### src/logic/ext_int_map.svh
/*
 * register map and field positions of the external pin interrupt sense block.
 * assumes inclusion by the package and by the design modules.
 */
`ifndef EXT_INT_MAP_SVH
`define EXT_INT_MAP_SVH

`define IO_SPACE_LAST 8'h3F
`define IO_DATA_SPACE_BIAS 8'h20
`define SENSE_CTRL_IO_OFFSET 8'h35
`define SENSE_CTRL_DATA_ADDR 8'h55
`define SENSE_CTRL_RESET 8'h00
`define SENSE_CTRL_RW_MASK 8'h0F
`define PIN0_SENSE_LSB 0
`define PIN1_SENSE_LSB 2
`define PIN_COUNT 2

`endif

### src/logic/ext_int_pkg.sv
/*
 * types shared by the external pin interrupt sense block.
 * assumes ext_int_map.svh is on the include path.
 */
`include "ext_int_map.svh"

package ext_int_pkg;
    typedef enum logic [1:0]
    {
        SENSE_LOW_LEVEL = 2'h0,
        SENSE_ANY_CHANGE = 2'h1,
        SENSE_FALLING = 2'h2,
        SENSE_RISING = 2'h3
    } sense_mode_t;
endpackage

### src/logic/ext_pin_interrupt_sense.sv
/*
 * sense control register and request gating for two external interrupt pins.
 * assumes a single-cycle I/O register port from the processor on mclk, and
 * that the global enable and mask bits come from processor registers.
 */
`timescale 1ns/1ns
`default_nettype none
`include "ext_int_map.svh"

// Functional notes
// [RULE_01] pin one request needs global enable and mask
// [RULE_02] pin zero request needs global enable and mask
// [RULE_03] bits 3:2 select pin one trigger
// [RULE_04] bits 1:0 select pin zero trigger
// [RULE_05] pins synchronised before edge detection
// [RULE_06] pulses over one clock are caught
// [RULE_07] source holds low level until instruction ends
// [RULE_08] register at 0x35/0x55, four bits, resets zero
// [RULE_09] I/O access at offset, data access plus 0x20
// [RULE_10] edges latch pending, low level follows pin
module ext_pin_interrupt_sense
(
    // clock and reset
    input wire logic mclk,
    input wire logic nrst,
    // external pins
    input wire logic ext_irq_pin_zero,
    input wire logic ext_irq_pin_one,
    // register access
    input wire logic io_space,
    input wire logic [7:0] reg_addr,
    input wire logic reg_wr,
    input wire logic reg_rd,
    input wire logic [7:0] reg_wdata,
    output logic [7:0] reg_rdata,
    output logic reg_hit,
    // enables from the processor status word and mask register
    input wire logic global_int_enable,
    input wire logic [1:0] ext_irq_mask,
    // interrupt requests and acknowledges, index 0 is pin zero
    input wire logic [1:0] irq_ack,
    output logic [1:0] irq_request,
    output logic [1:0] irq_pending,
    output logic [1:0] pin_level
);
    import ext_int_pkg::*;

    logic [7:0] ext_int_sense_control_ff;
    logic [7:0] nxt_ext_int_sense_control;
    logic [7:0] rdata_ff;
    logic [7:0] nxt_rdata;
    logic [`PIN_COUNT-1:0] raw_req;
    logic [`PIN_COUNT-1:0] pins;
    logic sel;

    function automatic logic addr_match(input logic io, input logic [7:0] a);
        if (io)
            addr_match = (a <= `IO_SPACE_LAST) && (a == `SENSE_CTRL_IO_OFFSET); // RULE_09
        else
            addr_match = (a == `SENSE_CTRL_DATA_ADDR); // RULE_08
    endfunction

    assign sel = addr_match(io_space, reg_addr);
    assign reg_hit = sel & (reg_wr | reg_rd);
    assign pins = {ext_irq_pin_one, ext_irq_pin_zero};

    always_comb
    begin
        nxt_ext_int_sense_control = ext_int_sense_control_ff;
        if (sel && reg_wr)
            nxt_ext_int_sense_control = reg_wdata & `SENSE_CTRL_RW_MASK; // RULE_08
        nxt_rdata = rdata_ff;
        if (sel && reg_rd)
            nxt_rdata = ext_int_sense_control_ff;
        else if (reg_rd)
            nxt_rdata = 8'h00;
    end

    always_ff @(posedge mclk)
    begin
        if (!nrst)
        begin
            ext_int_sense_control_ff <= `SENSE_CTRL_RESET; // RULE_08
            rdata_ff <= 8'h00;
        end
        else
        begin
            ext_int_sense_control_ff <= nxt_ext_int_sense_control;
            rdata_ff <= nxt_rdata;
        end
    end

    assign reg_rdata = rdata_ff;

    genvar gi;
    generate
        for (gi = 0; gi < `PIN_COUNT; gi = gi + 1)
        begin : g_pin
            // pin zero uses bits 1:0, pin one bits 3:2
            sense_mode_t mode; // RULE_03 RULE_04
            assign mode = sense_mode_t'(ext_int_sense_control_ff[2*gi +: 2]);
            pin_sense_unit u_sense
            (
                .mclk(mclk),
                .nrst(nrst),
                .pin(pins[gi]), // RULE_05 RULE_06
                .mode(mode),
                .ack(irq_ack[gi]),
                .request(raw_req[gi]), // RULE_10 RULE_07
                .level(pin_level[gi])
            );
        end
    endgenerate

    assign irq_pending = raw_req;

    // per-pin gating by the global enable and that pin's own mask bit
    genvar gq;
    generate
        for (gq = 0; gq < `PIN_COUNT; gq = gq + 1)
        begin : g_gate
            assign irq_request[gq] = raw_req[gq] & global_int_enable & ext_irq_mask[gq]; // RULE_01 RULE_02
        end
    endgenerate
endmodule // ext_pin_interrupt_sense

`default_nettype wire

### src/logic/pin_sense_unit.sv
/*
 * one pin's synchroniser, edge detector and pending latch.
 * assumes the pin is asynchronous to mclk and the mode comes from mclk logic.
 */
`timescale 1ns/1ns
`default_nettype none

module pin_sense_unit
(
    // clock and reset
    input wire logic mclk,
    input wire logic nrst,
    // pin and control
    input wire logic pin,
    input wire ext_int_pkg::sense_mode_t mode,
    input wire logic ack,
    // result
    output logic request,
    output logic level
);
    import ext_int_pkg::*;

    logic meta_ff;
    logic sync_ff;
    logic prev_ff;
    logic pend_ff;
    logic nxt_meta;
    logic nxt_sync;
    logic nxt_prev;
    logic nxt_pend;
    logic event_hit;

    always_comb
    begin
        nxt_meta = pin;
        nxt_sync = meta_ff;
        nxt_prev = sync_ff;
        // detection on registered samples only
        unique case (mode)
            SENSE_ANY_CHANGE: event_hit = sync_ff ^ prev_ff;
            SENSE_FALLING: event_hit = prev_ff & ~sync_ff;
            SENSE_RISING: event_hit = ~prev_ff & sync_ff;
            SENSE_LOW_LEVEL: event_hit = 1'b0;
        endcase
        // new event wins over an acknowledge in the same cycle
        if (event_hit)
            nxt_pend = 1'b1;
        else if (ack || mode == SENSE_LOW_LEVEL)
            nxt_pend = 1'b0;
        else
            nxt_pend = pend_ff;
    end

    always_ff @(posedge mclk)
    begin
        if (!nrst)
        begin
            meta_ff <= 1'b1;
            sync_ff <= 1'b1;
            prev_ff <= 1'b1;
            pend_ff <= 1'b0;
        end
        else
        begin
            meta_ff <= nxt_meta;
            sync_ff <= nxt_sync;
            prev_ff <= nxt_prev;
            pend_ff <= nxt_pend;
        end
    end

    assign level = sync_ff;
    assign request = (mode == SENSE_LOW_LEVEL) ? ~sync_ff : pend_ff;
endmodule // pin_sense_unit

`default_nettype wire

### config.mk
export PLATFORM = sky130hd
export DESIGN_NAME = ext_pin_interrupt_sense
export DESIGN_NICKNAME = d
export VERILOG_FILES = /design/src/logic/ext_int_pkg.sv /design/src/logic/ext_pin_interrupt_sense.sv /design/src/logic/pin_sense_unit.sv
export VERILOG_INCLUDE_DIRS = /design/src /design/src/logic
export SDC_FILE = /design/constraint.sdc
export NUM_CORES = 1
export LEC_CHECK = 0
export BUFFER_PORTS_ARGS = -buffer_cell sky130_fd_sc_hd__buf_4
export CELL_PAD_IN_SITES_DETAIL_PLACEMENT = 0
export CELL_PAD_IN_SITES_GLOBAL_PLACEMENT = 1
export CORE_ASPECT_RATIO = 0.9
export CORE_MARGIN = 1.5
export CORE_UTILIZATION = 33
export CTS_CLUSTER_DIAMETER = 120
export CTS_CLUSTER_SIZE = 28
export DETAILED_ROUTE_END_ITERATION = 12
export HOLD_SLACK_MARGIN = 0.1
export PLACE_DENSITY_LB_ADDON = 0.08
export RECOVER_POWER = 50
export SYNTH_ARGS = -nofsm -noshare
export SYNTH_HDL_FRONTEND = slang
export SYNTH_SLANG_ARGS = --single-unit
### constraint.sdc
create_clock -name mclk -period 1.7 [get_ports mclk]
set_input_delay 0.085 -clock mclk [delete_from_list [all_inputs] [get_ports mclk]]
set_output_delay 0.085 -clock mclk [all_outputs]
set_load 0.05 [all_outputs]
==> results by group, run 1 <==
Final layout
  – Area delta synth->final: 40.03%
  – Layout cells sized above 1: between 20 and 30%
  – Post-layout net count: between 150 and 200
  – Fin util: between 50% and 60%
  – Design area: 1142 sq um
  – # diodes: 0

Placement
  – DP HPWL: approximately 1.2 mm
  – RD Place Congestion: 0.6633
  – Port bufs: 34
  – Placed Area: 1047 sq um

Setup path
  – CP Data Arrival Time: ~1.4 ns
  – Critical-path top delay cell: dfxtp_1
  – Largest fanout on the critical path: 7
  – Critical Path End Type: output port
  – WP buf/inv: 1
  – Crit Path Class: flip-flop to output port
  – CP Launch Type: flip-flop
  – Reg-to-reg critical path startpoint: g_pin[0].u_sense.prev_ff
  – WP data required: approximately 1.6 ns
  – Worst R2R Setup Slack: around 0.57 ns
  – Slowest stage delay, CP: about 0.37 ns
  – Worst r2r dst: g_pin[0].u_sense.pend_ff
  – Worst Setup SP: ext_int_sense_control_ff[3]
  – Top delay family on crit path: flip-flops
  – Crit-path cells: o31ai_1 > and3_1 > buf_4
  – R2R cell count: 5

Route
  – DR WL met3: 111 microns
  – Routed len/inst: about 11 microns
  – # DRC: 0
  – Iteration-0 DRC Markers: 7
  – Via density: around 4.7
  – DRT Wirelength: 1.675 mm
  – Post-Route M1 WL: 739 microns
  – Highest metal used: met4
  – DR pass1 iterations: 4
  – DR vias: 747
  – Detail Route met2 WL: roughly 800 microns
  – Antenna Nets Post-Route: 0

Synth
  – Yosys Warn Count: 0
  – Largest family of logic cells by synthesized area: simple AND/OR/NAND/NOR gates
  – Synth Register Bits: 16
  – Syn Area/Cell: 8.772 sq um
  – Synth Area in Simple Gates: 26.07%
  – Compound-Gate Fraction of Synth Area: 12.88%
  – Post-Synth XOR/XNOR Area: 0%
  – Netlist Area Pre-Place: between 800 and 900 sq um
  – Mux contribution to synthesized area: slightly below 5%
  – Number of flops mapped to enable cells by yosys: 0
  – Netlist cell types: 24
  – Async set or reset register ratio after synthesis: 0%
  – Most common flop cell mapped by yosys: dfxtp_1
  – Adder-cell area share of the yosys netlist: under 10%
  – Cells after synthesis: between 90 and 100
  – Seq/Total Area, Yosys: 39.26%

Floorplanning
  – Number of core rows: 16
  – I/O Pins: 43
  – Die ar.: approximately 2800 sq um
  – Die H: between 50 and 60 microns
  – Die width: ~55 microns
  – Area of the core: 2262 sq um
  – Initial Util: between 30% and 40%

Clock tree
  – Clk sinks: 16
  – Worst skew pair latency: approximately 0.28 ns
  – Clock buffer depth: 2
  – H-tree level count: 1
  – TritonCTS clock tree: built
  – Root Buffer: clkbuf_4
  – Reg clk slew, reported paths: 0.09 ns
  – Cts repair resizes: 0
  – CTS Buf Count: 3

STA
  – Achievable Freq: 0.6950 GHz
  – Setup tns final: 0 ns
  – Worst-Margin Slew: between 0.9 and 1 ns
  – Layout Skew: between 0.0015 and 0.002 ns
  – RSZ-0062 raised after global routing: no
  – Worst hold slack: around 0.13 ns
  – Slew Viols, Final: 0
  – Setup-failing EPs final: 0
  – Tcrit/Tclk final: between 80% and 90%
  – Time the worst path needs with I/O delays and setup: about 1.4 ns
  – Hold Vio Cnt, Final: 0
  – Slew headroom: ~39%

Global routing
  – Gr usage total: roughly 13%
  – Global-route wire length before repair: 2.787 mm
  – Largest net degree at the start of global routing: 25
  – Initial antenna violation count: 0
  – Total congestion overflow: 0
  – Vias in the first global route: roughly 670

Min path
  – Hold endpoint: reg_rdata[2]
  – Hold Crit Start: reg_rd
  – Hold path cells: 3
  – Hold crit path type: input pin to flip-flop

Power and ir drop
  – Power per cell area: approximately 660 nW/um^2
  – Leakage: around 0.53 nW
  – Worst VDD drop: around 0.56 mV
  – Final Power: between 0.7 and 0.8 mW

Outcome
  – Outcome: finished clean

Flow run
  – Max cap viols: 0
[how the worst max path moves through the flow]
stage	endpoint	depth (start not counted)	slack, ns
finish	irq_request[1]	3	0.26
global route	reg_rdata[0]	4	0.13
CTS	irq_request[1]	3	0.24
detailed placement	irq_request[1]	3	0.56
global placement	irq_request[1]	3	0.58
floorplan	reg_hit	3	0.43
[sequential cells by signal (all words and copies together), names as in the netlist]
register,flops
g_pin.u_sense.meta_ff,2
g_pin.u_sense.level,2
g_pin.u_sense.pend_ff,2
reg_rdata,4
ext_int_sense_control_ff,4
g_pin.u_sense.prev_ff,2
[synthesized netlist by cell type (2+ instances only)]
cell	n	share of area, %
a21boi_0	2	1.8
and2_1	2	1.5
and3_1	2	1.5
buf_4	8	7.4
dfxtp_1	16	39
ha_1	4	6.1
inv_1	4	1.8
mux2i_1	4	4.9
nand2_1	10	4.6
nand2b_1	4	3.1
nand3_1	4	2.5
nand3b_1	4	3.7
nor2_1	4	1.8
nor2b_1	5	3.8
o21ai_0	8	4.9
o31ai_1	4	3.7
[logic make-up (layout without fill, tap and decap cells)]
| family | count (synthesis) | after routing |
|---|---|---|
| muxes | 4 | 4 |
| DFF | 16 | 16 |
| and+or+nand+nor | 38 | 38 |
| other | 1 | 4 |
| AOI/OAI and AO/OA | 16 | 16 |
| adders and majority gates | 4 | 4 |
| buffers and inverters | 14 | 49 |
[layout by cell type (no fill, tap or decap), drive strengths merged]
master / instances
a21boi: 2
and2: 2
and3: 2
and3b: 1
and4bb: 1
buf: 31
clkbuf: 7
conb: 4
dfxtp: 16
dlygate4sd3: 7
ha: 4
inv: 4
mux2i: 4
nand2: 10
nand2b: 4
nand3: 4
nand3b: 4
nor2: 4
nor2b: 5
nor3b: 1
o2111a: 1
o211ai: 1
o21ai: 8
o31ai: 4
[worst reg2reg max path: cells and delay by family, from the launching register on]
kind                     cells  cell delay (ns)
buffers and inverters        1             0.05
AO/OA/AOI/OAI                2             0.33
adder cells (fa/ha/maj)      1             0.26
AND/OR/NAND/NOR              1             0.03
flip-flops                   1             0.34
[per-layer routing]
metal	GRT usage, %	vias to the layer above
met1	14.94	339
met2	22.22	27
met4	3.659	0
met3	4.897	2
li1	-	379
met5	0	-
[report_power, final]
group	switching (mW)	internal (mW)
sequential	0.00317	0.380
clock	0.114	0.130
combinational	0.0662	0.0614
total	0.184	0.572
[timing repair]
action / 4_1_cts / 5_1_grt
hold buffers: 7 / 0
setup buffers: 0 / 0
endpoints found under the hold margin: 9 / 0
[layout make-up]
type	instances	area (sq um)
clock buffers	4	36.28
fillers	229	1120
inverters	4	15.01
multi-input cells	66	422.9
flip-flops and latches	16	320.3
well taps	27	33.78
repair buffers	41	314.1
[stage by stage]
| stage | worst slack, ns | instances |
|---|---|---|
| final | 0.2612 | 158 |
| after global routing | 0.1265 | 158 |
| after CTS | 0.2404 | 158 |
| after detailed placement | 0.5648 | 147 |
| after global placement | 0.5786 | 147 |
| after floorplan | 0.4252 | 96 |
(Power assumes the default switching activity.)
==> run 2, diff against run 1 <==
Settings changed: CORE_UTILIZATION 33 to 30.
Clock period 1.7 ns to 1.5 ns, I/O delays scaled along.
==> results by group, run 2 (synthesized netlist as in run 1, its figures left out) <==
Clock tree
  – Clock buffer depth: 2 (unchanged)
  – CTS Buf Count: 3 (unchanged)
  – H-tree level count: 1 (unchanged)
  – Worst skew pair latency: 0.28 ns (about the same)
  – Root Buffer: clkbuf_4 (unchanged)
  – TritonCTS clock tree: built (unchanged)
  – Clk sinks: 16 (unchanged)
  – Reg clk slew, reported paths: 0.09 ns (about the same)

Setup path
  – Crit Path Class: flip-flop to output port (unchanged)
  – CP Data Arrival Time: 1.34 ns (was 1.35 ns)
  – Reg-to-reg critical path startpoint: g_pin[0].u_sense.prev_ff (unchanged)
  – R2R cell count: 5 (unchanged)
  – WP data required: 1.42 ns (was 1.62 ns)
  – Largest fanout on the critical path: 6 (was 7)
  – Worst r2r dst: g_pin[0].u_sense.pend_ff (unchanged)
  – CP Launch Type: flip-flop (unchanged)
  – Worst R2R Setup Slack: 0.32 ns (was 0.57 ns)
  – Critical Path End Type: output port (unchanged)

Min path
  – Hold endpoint: reg_rdata[0] (was reg_rdata[2])
  – Hold path cells: 3 (unchanged)
  – Hold Crit Start: reg_rd (unchanged)
  – Hold crit path type: input pin to flip-flop (unchanged)

Outcome
  – Outcome: finished with violations (was finished clean)
  – Failing checks: DRC

Power and ir drop
  – Power per cell area: 739.4 nW/um^2 (was 661.5 nW/um^2)
  – Leakage: 0.5410 nW (was 0.5324 nW)
  – Worst VDD drop: 0.3718 mV (was 0.5644 mV)

Route
  – DR pass1 iterations: 8 (was 4)
  – Antenna Nets Post-Route: 0 (unchanged)
  – Iteration-0 DRC Markers: 12 (was 7)
  – DR vias: 740 (was 747)
  – DRT Wirelength: 1.749 mm (was 1.675 mm)
  – Via density: 4.596 (was 4.728)
  – # DRC: 2 (was 0)
  – Routed len/inst: 10.86 microns (was 10.60 microns)

Global routing
  – Total congestion overflow: 0 (unchanged)
  – Gr usage total: 11.42% (was 12.89%)
  – Initial antenna violation count: 0 (unchanged)
  – Largest net degree at the start of global routing: 25 (unchanged)
  – Global-route wire length before repair: 2.518 mm (was 2.787 mm)
  – Vias in the first global route: 581 (was 667)

STA
  – Layout Skew: 0.005567 ns (was 0.001787 ns)
  – Worst Setup Slack, final: 0.08720 ns (was 0.2612 ns)
  – Slew Viols, Final: 0 (unchanged)
  – Setup tns final: 0 ns (unchanged)
  – Achievable Freq: 0.7078 GHz
  – Tcrit/Tclk final: a little over nine tenths
  – Setup-failing EPs final: 0 (unchanged)
  – Worst-Margin Slew: 0.5874 ns (was 0.9080 ns)
  – Time the worst path needs with I/O delays and setup: between 1 and 1.5 ns
  – RSZ-0062 raised after global routing: no (unchanged)
  – Slew headroom: 61.00% (was 39.47%)
  – Hold Vio Cnt, Final: 0 (unchanged)

Placement
  – DP HPWL: 1.274 mm (was 1.222 mm)
  – RD Place Congestion: 0.5954 (was 0.6633)
  – Placed Area: 1049 sq um (was 1047 sq um)
  – Port bufs: 34 (unchanged)
  – DP Worst Slack: 0.3489 ns (was 0.5648 ns)
  – Placed cell count: 148 (was 147)

Final layout
  – Post-layout net count: 166 (was 164)
  – Commonest cells after routing, fill and taps aside: buf_4, dfxtp_1, nand2_1, dlygate4sd3_1, o21ai_0 (was buf_4, dfxtp_1, nand2_1, o21ai_0, dlygate4sd3_1)
  – Fin cells: 161 (was 158)
  – Commonest non-fill, non-tap cell in the layout: buf_4 (unchanged)
  – Reg area: 320.3 sq um (unchanged)
  – Design area: 1169 sq um (was 1142 sq um)
  – Layout cells sized above 1: 28.57% (was 28.24%)
  – Multi-input gate area: 427.9 sq um (was 422.9 sq um)
  – # diodes: 0 (unchanged)
  – Fill count: 262 (was 229)
  – Area delta synth->final: 43.25% (was 40.03%)

Flow run
  – Max cap viols: 0 (unchanged)

Floorplanning
  – Die width: 57.97 microns (was 55.41 microns)
  – Initial Util: 32.50% (was 36.06%)
  – Number of core rows: 17 (was 16)
  – Die ar.: 3041 sq um (was 2780 sq um)
  – Area of the core: 2510 sq um (was 2262 sq um)
  – I/O Pins: 43 (unchanged)
  – Die H: 52.47 microns (was 50.17 microns)
==> run 2: cell types whose count changed in the layout (fill, tap and decap cells not counted) <==
cell / previous run / this run
o31ai_1: 4 / 3
o31ai_2: 0 / 1
o21ai_1: 0 / 1
o21ai_0: 8 / 7
dlygate4sd3_1: 7 / 9
==> run 2: cell type report <==
type,instances,share of cell area [%]
well taps,28,2.998
multi-input cells,66,36.62
inverters,4,1.285
flip-flops and latches,16,27.41
repair buffers,43,28.59
clock buffers,4,3.105
==> run 2: worst max-delay path by stage <==
stage                               endpoint  slack (ns)                   startpoint  cells after the start
floorplan                            reg_hit        0.25                  reg_addr[3]                      3
global placement    g_pin[1].u_sense.pend_ff        0.38     g_pin[1].u_sense.prev_ff                      5
detailed placement  g_pin[0].u_sense.pend_ff        0.35     g_pin[0].u_sense.prev_ff                      5
CTS                           irq_request[1]        0.05  ext_int_sense_control_ff[3]                      3
global route                  irq_request[0]       0.005  ext_int_sense_control_ff[1]                      3
finish                        irq_request[0]        0.09  ext_int_sense_control_ff[0]                      3
==> run 2: critical path, cell delays in order, from the launching register on <==
cell and delay, ns:
dfxtp_1 0.37, o31ai_1 0.31, and3_1 0.20, buf_4 0.19
==> run 2: what timing repair did <==
item                                    in CTS  in global routing
buffers inserted                             0                  0
resized for setup                            0                  2
hold buffers                                 9                  0
endpoints found under the setup margin       0                  1
hold endpoints to repair                    10                  0
==> run 2: power breakdown <==
part | internal [mW] | switching (mW)
clock | 0.148 | 0.132
combinational | 0.0741 | 0.0756
sequential | 0.431 | 0.00398
total | 0.653 | 0.211
==> run 2: stage by stage <==
stage          total power [mW]  utilization, %  hold slack [ns]
3_3_place_gp             0.5746           41.77           0.2586
5_1_grt                  0.9115           46.56           0.1021
3_5_place_dp             0.5768           41.77           0.2648
6_report                 0.8641           46.56           0.1188
2_1_floorplan            0.5281               -           0.1480
4_1_cts                  0.8845           46.81           0.1026
==> run 2: layer usage <==
layer	part of all wire, %	GRT usage [%]
met5	0	0
met4	0.97	8.140
met3	6.2	2.222
met2	47	17.42
met1	46	14.35
